File: src/logic/ssp_pkg.sv
// Purpose: shared constants and types of the serial port block
// Assumes: byte addressed register port, 32-bit data
// Notes:   offsets are byte addresses, one aligned word per register
package ssp_pkg;
  // ==========================================================
  // register map
  localparam logic [7:0] SSP_OFF_CTRL_FIRST  = 8'h00;
  localparam logic [7:0] SSP_OFF_CTRL_SECOND = 8'h04;
  localparam logic [7:0] SSP_OFF_DATA        = 8'h08;
  localparam logic [7:0] SSP_OFF_STATUS      = 8'h0C;
  // ==========================================================
  // reset values and sizes
  localparam logic [15:0] SSP_RST_CTRL_FIRST  = 16'h0000;
  localparam logic [10:0] SSP_RST_CTRL_SECOND = 11'h080;
  localparam int          SSP_DATA_W          = 16;
  localparam int          SSP_FIFO_DEPTH      = 8;
  localparam logic [4:0]  SSP_MW_WIDTH        = 5'd8;   // fixed microwire item width
  localparam logic [4:0]  SSP_MIN_WIDTH       = 5'd4;   // used for reserved size codes
  localparam logic [3:0]  SSP_SIZE_MIN_CODE   = 4'h3;
  localparam logic [1:0]  SSP_FMT_MICROWIRE   = 2'b10;
  // ==========================================================
  // control words
  typedef struct packed {
    logic [7:0] clk_rate;
    logic       clk_phase;
    logic       clk_polarity;
    logic [1:0] frame_fmt;
    logic [3:0] data_size;
  } ssp_ctrl_first_t;

  typedef struct packed {
    logic three_wire;
    logic cmd_data_line_present;
    logic cmd_data_kind;
    logic dir_write;
    logic rsvd6;
    logic rx_lsb;
    logic tx_lsb;
    logic slave_output_disable;
    logic role_bit;
    logic port_enable_bit;
    logic internal_echo;
  } ssp_ctrl_second_t;

  typedef enum logic [2:0] {
    SSP_ST_IDLE = 3'b001,
    SSP_ST_RUN  = 3'b010,
    SSP_ST_DONE = 3'b100
  } ssp_state_t;
endpackage

File: src/logic/ssp_core.sv
// Purpose: serial port control, data window, fifos and shift engine
// Assumes: link pins come from outside the clock domain, sampled here
// Notes:   bit rate is core_clk / (2 * (1 + clk_rate)), prescale fixed at 2
//
// Overview of operation
// wire-count bit: clear is four-wire (reset), set is three-wire.
// three-wire only: command/data line present bit, clear by default.
// three-wire command/data kind: 0 command (reset), 1 data.
// three-wire direction: 0 read, 1 write; register resets to 0x80.
// receive bit order: 0 msb first, 1 lsb first, word length honoured.
// transmit bit order: 0 msb first, 1 lsb first, word length honoured.
// microwire: slave receives 8-bit items, master uses configured length.
// microwire: master transmits 8-bit items, slave uses configured length.
// three-wire keeps both bit orders at msb first unless slave allows; the logic honours both order bits as written in every mode.
// slave with output disable set leaves serial output undriven.
// role bit: 0 master, 1 slave; writable only while port disabled.
// three-wire mode works as master only.
// port enable gates all transfers.
// echo bit feeds transmit shifter output into receive shifter.
// data window write pushes transmit fifo, read pops receive fifo.
// short words are right-justified both ways, upper bits ignored.
// size code plus one gives 4..16 bits; codes 0..2 reserved.
// three-wire with line present drives command/data kind during transfer.
`timescale 1ns/100ps

// ==========================================================
// synchronous fifo
module ssp_fifo #(
  parameter int WIDTH = 16,
  parameter int DEPTH = 8
) (
  // clock and reset
  input  wire logic             core_clk,
  input  wire logic             rst_n,
  // fill side
  input  wire logic             in_valid,
  output logic                  in_ready,
  input  wire logic [WIDTH-1:0] in_data,
  // drain side
  output logic                  out_valid,
  input  wire logic             out_ready,
  output logic [WIDTH-1:0]      out_data
);
  localparam int AW = $clog2(DEPTH);
  logic [WIDTH-1:0] mem [DEPTH];
  logic [AW-1:0]    wr_ptr;
  logic [AW-1:0]    rd_ptr;
  logic [AW:0]      count;
  logic             do_wr;
  logic             do_rd;

  // honest flags straight from the fill count
  // one counter feeds both flags, so full and empty can never disagree
  assign in_ready  = (count != (AW+1)'(DEPTH));
  assign out_valid = (count != '0);
  assign out_data  = mem[rd_ptr];
  assign do_wr     = in_valid & in_ready;
  assign do_rd     = out_valid & out_ready;

  // storage, no reset needed on the array
  // a write to a full fifo is refused here, the caller sees in_ready low
  always_ff @(posedge core_clk) begin
    if (do_wr) begin
      mem[wr_ptr] <= in_data;
    end
  end

  // pointers wrap at depth
  always_ff @(posedge core_clk or negedge rst_n) begin
    if (!rst_n) begin
      wr_ptr <= '0;
      rd_ptr <= '0;
      count  <= '0;
    end else begin
      if (do_wr) begin
        wr_ptr <= (wr_ptr == AW'(DEPTH-1)) ? '0 : wr_ptr + 1'b1;
      end
      if (do_rd) begin
        rd_ptr <= (rd_ptr == AW'(DEPTH-1)) ? '0 : rd_ptr + 1'b1;
      end
      count <= count + (AW+1)'(do_wr) - (AW+1)'(do_rd);
    end
  end
endmodule

// ==========================================================
// top: register port, fifos and shift engine
module ssp_core import ssp_pkg::*; #(
  parameter int DATA_W = SSP_DATA_W,
  parameter int DEPTH  = SSP_FIFO_DEPTH
) (
  // clock and reset
  input  wire logic        core_clk,
  input  wire logic        rst_n,
  // register port
  input  wire logic [7:0]  reg_addr,
  input  wire logic [31:0] reg_wdata,
  input  wire logic        reg_wr,
  input  wire logic        reg_rd,
  output logic [31:0]      reg_rdata,
  // serial clock and select
  input  wire logic        sclk_in,
  output logic             sclk_o,
  output logic             sclk_oe_n,
  input  wire logic        sel_n_in,
  output logic             sel_n_o,
  // data lines
  input  wire logic        rxd_in,
  output logic             serial_output_line,
  output logic             txd_oe_n,
  // command/data line
  output logic             cmd_data_o,
  output logic             cmd_data_oe_n
);
  ssp_ctrl_first_t     ctl1;
  ssp_ctrl_second_t    ctl2;
  ssp_state_t          state;
  logic [2:0]          sync1;
  logic [2:0]          sync2;
  logic                sclk_prev;
  logic [8:0]          div_cnt;
  logic                tick;
  logic [4:0]          cnt;
  logic [DATA_W-1:0]   tx_word;
  logic [DATA_W-1:0]   acc;
  logic                slave_eff;
  logic                sel_act;
  logic                samp_ev;
  logic                shift_ev;
  logic                rx_bit;
  logic [4:0]          size_w;
  logic [4:0]          tx_w;
  logic [4:0]          rx_w;
  logic [4:0]          frame_len;
  logic                mw;
  logic                load_ev;
  logic                last_shift;
  logic                tx_valid;
  logic [DATA_W-1:0]   tx_data;
  logic                tx_ready;
  logic                rx_valid;
  logic [DATA_W-1:0]   rx_data;
  logic                rx_ready;
  logic                rx_pop;
  logic                wr_data;
  logic                rd_data;

  // ==========================================================
  // pin synchronisers: only the second stage is read
  // reset to the idle pin levels so no false edge follows reset
  always_ff @(posedge core_clk or negedge rst_n) begin
    if (!rst_n) begin
      sync1     <= 3'b010;
      sync2     <= 3'b010;
      sclk_prev <= 1'b0;
    end else begin
      sync1     <= {sclk_in, sel_n_in, rxd_in};
      sync2     <= sync1;
      sclk_prev <= sync2[2];
    end
  end

  // ==========================================================
  // word widths and role
  // reserved size codes fall back to the smallest legal width
  // frame length covers the longer of the two directions
  assign mw        = (ctl1.frame_fmt == SSP_FMT_MICROWIRE);
  assign slave_eff = ctl2.role_bit & ~ctl2.three_wire;
  assign size_w    = (ctl1.data_size < SSP_SIZE_MIN_CODE) ? SSP_MIN_WIDTH
                   : {1'b0, ctl1.data_size} + 5'd1;
  assign tx_w      = (mw & ~slave_eff) ? SSP_MW_WIDTH : size_w;
  assign rx_w      = (mw & slave_eff) ? SSP_MW_WIDTH : size_w;
  assign frame_len = (tx_w > rx_w) ? tx_w : rx_w;

  // bit of a word at a given shift position, zero past its width
  // bit order is honoured as written in every mode; three-wire users keep
  // both orders at msb first unless the far device takes the other
  function automatic logic tx_bit(input logic [DATA_W-1:0] w,
                                  input logic [4:0] pos,
                                  input logic [4:0] wid,
                                  input logic lsb);
    logic [4:0] idx;
    idx = lsb ? pos : wid - 5'd1 - pos;
    tx_bit = (pos < wid) ? w[idx[3:0]] : 1'b0;
  endfunction

  // ==========================================================
  // register port: writes, width-checked decode
  // reserved bit 6 is never stored, so it always reads back as zero
  assign wr_data = reg_wr & (reg_addr == SSP_OFF_DATA);
  assign rd_data = reg_rd & (reg_addr == SSP_OFF_DATA);
  assign rx_pop  = rd_data;

  always_ff @(posedge core_clk or negedge rst_n) begin
    if (!rst_n) begin
      ctl1 <= SSP_RST_CTRL_FIRST;
      ctl2 <= SSP_RST_CTRL_SECOND;
    end else if (reg_wr) begin
      if (reg_addr == SSP_OFF_CTRL_FIRST) begin
        ctl1 <= reg_wdata[15:0];
      end
      if (reg_addr == SSP_OFF_CTRL_SECOND) begin
        ctl2       <= reg_wdata[10:0];
        ctl2.rsvd6 <= 1'b0;
        // role change refused while running
        if (ctl2.port_enable_bit) begin
          ctl2.role_bit <= ctl2.role_bit;
        end
      end
    end
  end

  // read data stands one cycle after the strobe
  // status: busy, rx full, rx not empty, tx not full, tx empty
  always_ff @(posedge core_clk or negedge rst_n) begin
    if (!rst_n) begin
      reg_rdata <= '0;
    end else if (reg_rd) begin
      case (reg_addr)
        SSP_OFF_CTRL_FIRST:  reg_rdata <= {16'h0000, ctl1};
        SSP_OFF_CTRL_SECOND: reg_rdata <= {21'h0, ctl2};
        SSP_OFF_DATA:        reg_rdata <= rx_valid ? 32'(rx_data) : '0;
        SSP_OFF_STATUS:      reg_rdata <= {27'h0, (state != SSP_ST_IDLE) | tx_valid,
                                           ~rx_ready, rx_valid, tx_ready, ~tx_valid};
        default:             reg_rdata <= '0;
      endcase
    end
  end

  // ==========================================================
  // fifos; a full transmit fifo drops the write, see status
  // the receive fifo has no overrun flag; a master waits for room instead
  ssp_fifo #(.WIDTH(DATA_W), .DEPTH(DEPTH)) u_tx_fifo (
    .core_clk  (core_clk),
    .rst_n     (rst_n),
    .in_valid  (wr_data),
    .in_ready  (tx_ready),
    .in_data   (reg_wdata[DATA_W-1:0]),
    .out_valid (tx_valid),
    .out_ready (load_ev),
    .out_data  (tx_data)
  );

  ssp_fifo #(.WIDTH(DATA_W), .DEPTH(DEPTH)) u_rx_fifo (
    .core_clk  (core_clk),
    .rst_n     (rst_n),
    .in_valid  (last_shift),
    .in_ready  (rx_ready),
    .in_data   (acc),
    .out_valid (rx_valid),
    .out_ready (rx_pop),
    .out_data  (rx_data)
  );

  // ==========================================================
  // master bit-rate divider, one-cycle tick per half period
  // parked in slave role, so a later switch to master starts a clean phase
  always_ff @(posedge core_clk or negedge rst_n) begin
    if (!rst_n) begin
      div_cnt <= '0;
    end else if (tick | slave_eff) begin
      div_cnt <= '0;
    end else begin
      div_cnt <= div_cnt + 9'd1;
    end
  end
  assign tick = ~slave_eff & (div_cnt == {1'b0, ctl1.clk_rate});

  // ==========================================================
  // engine events
  // echo takes the registered output, so internal_echo sees what the pin shows
  assign sel_act  = ~sync2[1];
  assign rx_bit   = ctl2.internal_echo ? serial_output_line : sync2[0];
  assign samp_ev  = (state == SSP_ST_RUN) &
                    (slave_eff ? (sync2[2] & ~sclk_prev) : (tick & ~sclk_o));
  assign shift_ev = (state == SSP_ST_RUN) &
                    (slave_eff ? (~sync2[2] & sclk_prev) : (tick & sclk_o));
  assign last_shift = shift_ev & (cnt == frame_len - 5'd1);
  // master waits for receive room so its frames never overrun the rx fifo; slave frames can
  assign load_ev  = ctl2.port_enable_bit & (state == SSP_ST_IDLE) & tx_valid &
                    (slave_eff ? sel_act : (tick & rx_ready));

  // ==========================================================
  // shift engine
  // sampling on one serial clock edge and shifting on the other never collide
  always_ff @(posedge core_clk or negedge rst_n) begin
    if (!rst_n) begin
      state              <= SSP_ST_IDLE;
      cnt                <= '0;
      tx_word            <= '0;
      acc                <= '0;
      sclk_o             <= 1'b0;
      sel_n_o            <= 1'b1;
      serial_output_line <= 1'b0;
    end else if (!ctl2.port_enable_bit) begin
      // disabling aborts any frame in flight
      state   <= SSP_ST_IDLE;
      sclk_o  <= 1'b0;
      sel_n_o <= 1'b1;
    end else begin
      case (state)
        SSP_ST_IDLE: begin
          // slave with an empty fifo still answers, sending zeros
          if (load_ev | (slave_eff & sel_act)) begin
            tx_word            <= tx_valid ? tx_data : '0;
            cnt                <= '0;
            acc                <= '0;
            serial_output_line <= tx_bit(tx_valid ? tx_data : '0, 5'd0,
                                         tx_w, ctl2.tx_lsb);
            sel_n_o            <= slave_eff;
            state              <= SSP_ST_RUN;
          end
        end
        SSP_ST_RUN: begin
          if (tick) begin
            sclk_o <= ~sclk_o;
          end
          if (slave_eff & ~sel_act) begin
            state <= SSP_ST_IDLE;
          end else if (samp_ev) begin
            if (cnt < rx_w) begin
              if (ctl2.rx_lsb) begin
                acc[cnt[3:0]] <= rx_bit;
              end else begin
                acc <= {acc[DATA_W-2:0], rx_bit};
              end
            end
          end else if (shift_ev) begin
            if (last_shift) begin
              state <= slave_eff ? SSP_ST_IDLE : SSP_ST_DONE;
            end else begin
              cnt                <= cnt + 5'd1;
              serial_output_line <= tx_bit(tx_word, cnt + 5'd1, tx_w, ctl2.tx_lsb);
            end
          end
        end
        SSP_ST_DONE: begin
          // one more half period of select for the far side's hold time
          if (tick) begin
            sel_n_o <= 1'b1;
            state   <= SSP_ST_IDLE;
          end
        end
        default: state <= SSP_ST_IDLE;
      endcase
    end
  end

  // ==========================================================
  // pin enables; three-wire read releases the shared data line
  // enables lag the control word by one cycle but stay flop-driven
  always_ff @(posedge core_clk or negedge rst_n) begin
    if (!rst_n) begin
      sclk_oe_n     <= 1'b1;
      txd_oe_n      <= 1'b1;
      cmd_data_o    <= 1'b0;
      cmd_data_oe_n <= 1'b1;
    end else begin
      sclk_oe_n <= slave_eff | ~ctl2.port_enable_bit;
      if (slave_eff) begin
        txd_oe_n <= ~sel_act | ctl2.slave_output_disable;
      end else begin
        txd_oe_n <= ~ctl2.port_enable_bit
                  | (ctl2.three_wire & ~ctl2.dir_write);
      end
      cmd_data_o    <= ctl2.cmd_data_kind;
      cmd_data_oe_n <= ~(ctl2.three_wire & ctl2.cmd_data_line_present
                         & (state != SSP_ST_IDLE));
    end
  end
endmodule

File: config.mk
export PLATFORM = sky130hd
export DESIGN_NAME = ssp_core
export DESIGN_NICKNAME = d
export VERILOG_FILES = /design/src/logic/ssp_pkg.sv /design/src/logic/ssp_core.sv
export SDC_FILE = /design/constraint.sdc
export NUM_CORES = 1
export LEC_CHECK = 0
export ABC_AREA = 1
export BUFFER_PORTS_ARGS = -buffer_cell sky130_fd_sc_hd__buf_2
export CELL_PAD_IN_SITES_DETAIL_PLACEMENT = 1
export CELL_PAD_IN_SITES_GLOBAL_PLACEMENT = 2
export CORE_ASPECT_RATIO = 1.4
export CORE_MARGIN = 8
export CORE_UTILIZATION = 30
export DETAILED_ROUTE_END_ITERATION = 7
export HOLD_SLACK_MARGIN = 0.03
export PLACE_DENSITY = 0.58
export REMOVE_ABC_BUFFERS = 1
export SLEW_MARGIN = 20
export SYNTH_ARGS = -nofsm -noshare
export SYNTH_HDL_FRONTEND = slang
export SYNTH_SLANG_ARGS = --single-unit
File: constraint.sdc
create_clock -name core_clk -period 9.5 [get_ports core_clk]
set_input_delay 1.9 -clock core_clk [delete_from_list [all_inputs] [get_ports core_clk]]
set_output_delay 1.9 -clock core_clk [all_outputs]
set_load 0.02 [all_outputs]
==> results.md <==
- Critical path, cell by cell: ha_1 -> nand2_1 -> nor2_1 -> inv_1 -> nor2_1 -> inv_1 -> ha_1 -> nand2_1 -> nor2_4 -> nand2_2 -> nand3_4 -> nand2_2 -> nand2_1 -> nand2_1 -> nor2_4 -> nand2_2 -> nand2_1 -> nand2_1 -> nor2_1 -> nand4_2 -> inv_2 -> nand2_2 -> nor2_1 -> buf_4
- Filler-free cell count of the finished design: 2605
- Ys Warns: 0
- Fin. Hold Viols: 0
- Gates resized, CTS repair: 0
- Area of the core: 58500 um^2
- Slowest cell delay on critical path: 0.51 ns
- Number of antenna repair diodes: 0
- Number of max-cap violations: 0
- Buffer count from post-CTS setup fixing: 0
- Worst-path clk slew: 0.06 ns
- Required time of the critical path: 9.73 ns
- Top-level I/O count: 86
- Ys async rst share: about 33%
- GRT Resource Usage Total: 16.8%
- Average cell area after synthesis: 10.0 um^2
- Number of routed nets with antenna violations: 0
- Reg2Reg Launch Point: ctl1[0]$_DFFE_PN0P_
- Total negative slack for setup checks: 0 ns
- Clock tree buffer depth: 3
- Die Area: 67100 um^2
- Cell with the most instances after synthesis: nand2_1
- Routed length per placed instance: approximately 22 um
- Count of flip-flops with a built-in enable after synthesis: 256
- Area overhead of the layout relative to synthesis: 14.7%
- Post-route minimum period: 4.29 ns
- Fraction of final layout cells with drive strength greater than 1: approximately an eighth
- Unrepaired setup endpoints after global routing: no
- Effective utilization at floorplan: 30.3%
- Most common library cells after synthesis: nand2_1 (296), nor2_1 (267), edfxtp_1 (256)
- Power density over cell area: just under 200 nW/um^2
- Most common cell on crit path: nand2_1
- First-pass DRT Iterations: 5
- Total detailed-routing wirelength: between 50 and 60 mm
- Nets: 1917
- Worst min-delay path class: reg2reg
- Die extent in x: between 200 and 250 um
- Remaining Overflow, GRT: 0
- Maximum number of pins on one net before global-route repair: 68
- Sequential fraction of the synthesis area: 61.2%
- Post-synth top flop: edfxtp_1
- Via density per instance: 4.90
- Data arrival time of the worst path: between 4 and 5 ns
- Cell with the largest stage delay on the worst path: dfrtp_1
- # clock sinks: 381
- Maximum clock rate: 233 MHz
- Headroom to the max-slew limit: 32.5%
- Number of rows created at floorplan: 105
- First-pass GRT wire length: 85.6 mm
- Run status: completed
- Type of element launching the critical path: flop
- Portion of the clock cycle consumed by the worst path in the final layout: 45.1%
- Origin of the worst setup path: ctl1[0]$_DFFE_PN0P_
- Cell Count Post-Placement: 2528
- Distinct cells, synth: 51
- Post-synthesis cell type with the largest combined area: edfxtp_1
- Number of DRC violations after detailed routing: 0
- Start point of the worst min-delay path: sync1[0]$_DFF_PN0_
- Maximum VDD drop: between 0.0001 and 0.00015 V
- Setup-violating endpoint count in the final report: 0
- Drt first-iter violations: 560
- HPWL after detailed placement: 37.2 mm
- Transition at the pin with the smallest max-transition slack: 1.01 ns
- Via count of the first global-routing pass: 13500
- Most area-consuming cells after synthesis: edfxtp_1 (43%), dfrtp_1 (17%), nand2_1 (6.3%)
- Antenna violations before repair: 0
- Cell leakage power: about 8 nW
- Element type at the critical path end: flop
- Root cell of the clock tree: clkbuf_16
- Netlist area before placement: 17700 um^2
- Insertion delay to the later sink of the worst-skew pair: ~0.6 ns
- Number of instances in the synthesized netlist: roughly 1800
- Total number of H-tree levels: 2
- CTS tree: built
- Gp weighted congestion: around 0.77
- Routed via count: between 10000 and 15000
- # port buffers: 53
- Number of buffers created by CTS: between 40 and 50
- Chip height: around 300 um
- Critical setup path kind: reg2reg
- Portion of synthesized cell area occupied by the leading cell type: 43.4%
- Largest delay share family, worst path: simple AND/OR/NAND/NOR gates
- Number of slew-limit violations in the final report: 0
- Number of register bits inferred by synthesis: 381
- Number of fillers in the final layout: 6564
- Number of hold-repair buffers added at the cts stage: 0
- Peak fanout along the critical path: 16
- Clock Skew: roughly 0.030 ns
- Bufs and invs on worst path: 4
per-stage QoR:
step | util, % | setup WS [ns] | power [mW] | hold WS (ns) | instance area, um^2
finish | 34.7 | 5.21 | 4.04 | 0.349 | 20300
global route | 34.7 | 4.87 | 4.22 | 0.358 | 20300
CTS | 34.7 | 5.09 | 4.11 | 0.352 | 20300
detailed placement | 32.2 | 4.91 | 2.35 | 0.340 | 18900
global placement | 32.2 | 4.61 | 2.34 | 0.334 | 18800
floorplan | - | 5.04 | 2.17 | 0.331 | 17300
per-layer routing:
metal / global-route usage (%) / wire [um] / up-vias
met2: 31.3 / 29600 / 182
met1: 19.7 / 23200 / 6378
met4: 5.25 / 1650 / 0
li1: - / - / 6130
met3: 2.34 / 1600 / 73
met5: 0 / 0 / -
cells by family (layout without fill, tap and decap cells):
| logic type | count (synthesis) | in the layout | synth area share, % |
|---|---|---|---|
| xor+xnor | 10 | 10 | 0.495 |
| mux | 5 | 5 | 0.318 |
| other cells | 1 | 16 | 0.0212 |
| fa+ha+maj | 47 | 47 | 3.45 |
| compound gates | 340 | 340 | 10.8 |
| flops | 381 | 381 | 61.2 |
| simple gates | 750 | 750 | 18.3 |
| buf+inv | 232 | 307 | 5.40 |
report_power, final:
group / switching [mW] / total, mW / internal (mW)
logic: 0.333 / 0.466 / 0.133
registers: 0.0347 / 1.84 / 1.80
clock network: 0.715 / 1.73 / 1.02
state kept, by name (all words and copies together) (netlist names), 4 cells and up:
register,flops
u_tx_fifo.mem,128
div_cnt,9
reg_rdata,16
acc,16
u_rx_fifo.count,4
cnt,5
tx_word,16
ctl1,16
u_tx_fifo.count,4
u_rx_fifo.mem,128
ctl2,10
final cells by class:
type / count / area [um^2] / share of cell area (%)
clock buffer: 47 / 1080 / 5.32
clock inverter: 30 / 359 / 1.77
inverter: 145 / 544 / 2.68
multi-input combinational: 1168 / 6030 / 29.7
sequential: 381 / 10800 / 53.4
tap: 749 / 937 / 4.62
timing repair buffer: 85 / 512 / 2.52
worst reg2reg max path, stage by stage (launching register included):
cell	delay [ns]
dfrtp_1	0.51
ha_1	0.23
nand2_1	0.07
nor2_1	0.17
inv_1	0.08
nor2_1	0.23
inv_1	0.13
ha_1	0.32
nand2_1	0.10
nor2_4	0.14
nand2_2	0.08
nand3_4	0.12
nand2_2	0.14
nand2_1	0.09
nand2_1	0.11
nor2_4	0.16
nand2_2	0.09
nand2_1	0.07
nand2_1	0.06
nor2_1	0.16
nand4_2	0.17
inv_2	0.17
nand2_2	0.11
nor2_1	0.11
buf_4	0.33
final timing paths:
check,end,slack (ns),depth (start not counted)
min in group asynchronous,tx_word[9]$_DFFE_PN0P_,1.35,1
worst min register to register,sync2[0]$_DFF_PN0_,0.35,0
worst max register to register,u_rx_fifo.mem[6][1]$_DFFE_PP_,5.21,24
worst min-delay path,sync2[0]$_DFF_PN0_,0.35,0
max in group asynchronous,u_tx_fifo.rd_ptr[0]$_DFFE_PN0P_,6.77,2
worst max-delay path,u_rx_fifo.mem[6][1]$_DFFE_PP_,5.21,24
cell usage in the layout, fill, tap and decap left out, types with 16 or more instances in the layout:
cell       Yosys  layout
nand3_1      115     115
dfrtp_1      117     116
a21oi_1       47      47
buf_4         16      32
nor2_1       267     259
nand2_2       18      18
ha_1          44      44
clkbuf_16      0      42
conb_1         1      16
buf_2          8      52
inv_1        127     126
o21ai_0      206     206
edfxtp_1     256     256
o221ai_1      29      29
nand2_1      296     296
No activity file was read; power rests on OpenSTA's default activity.
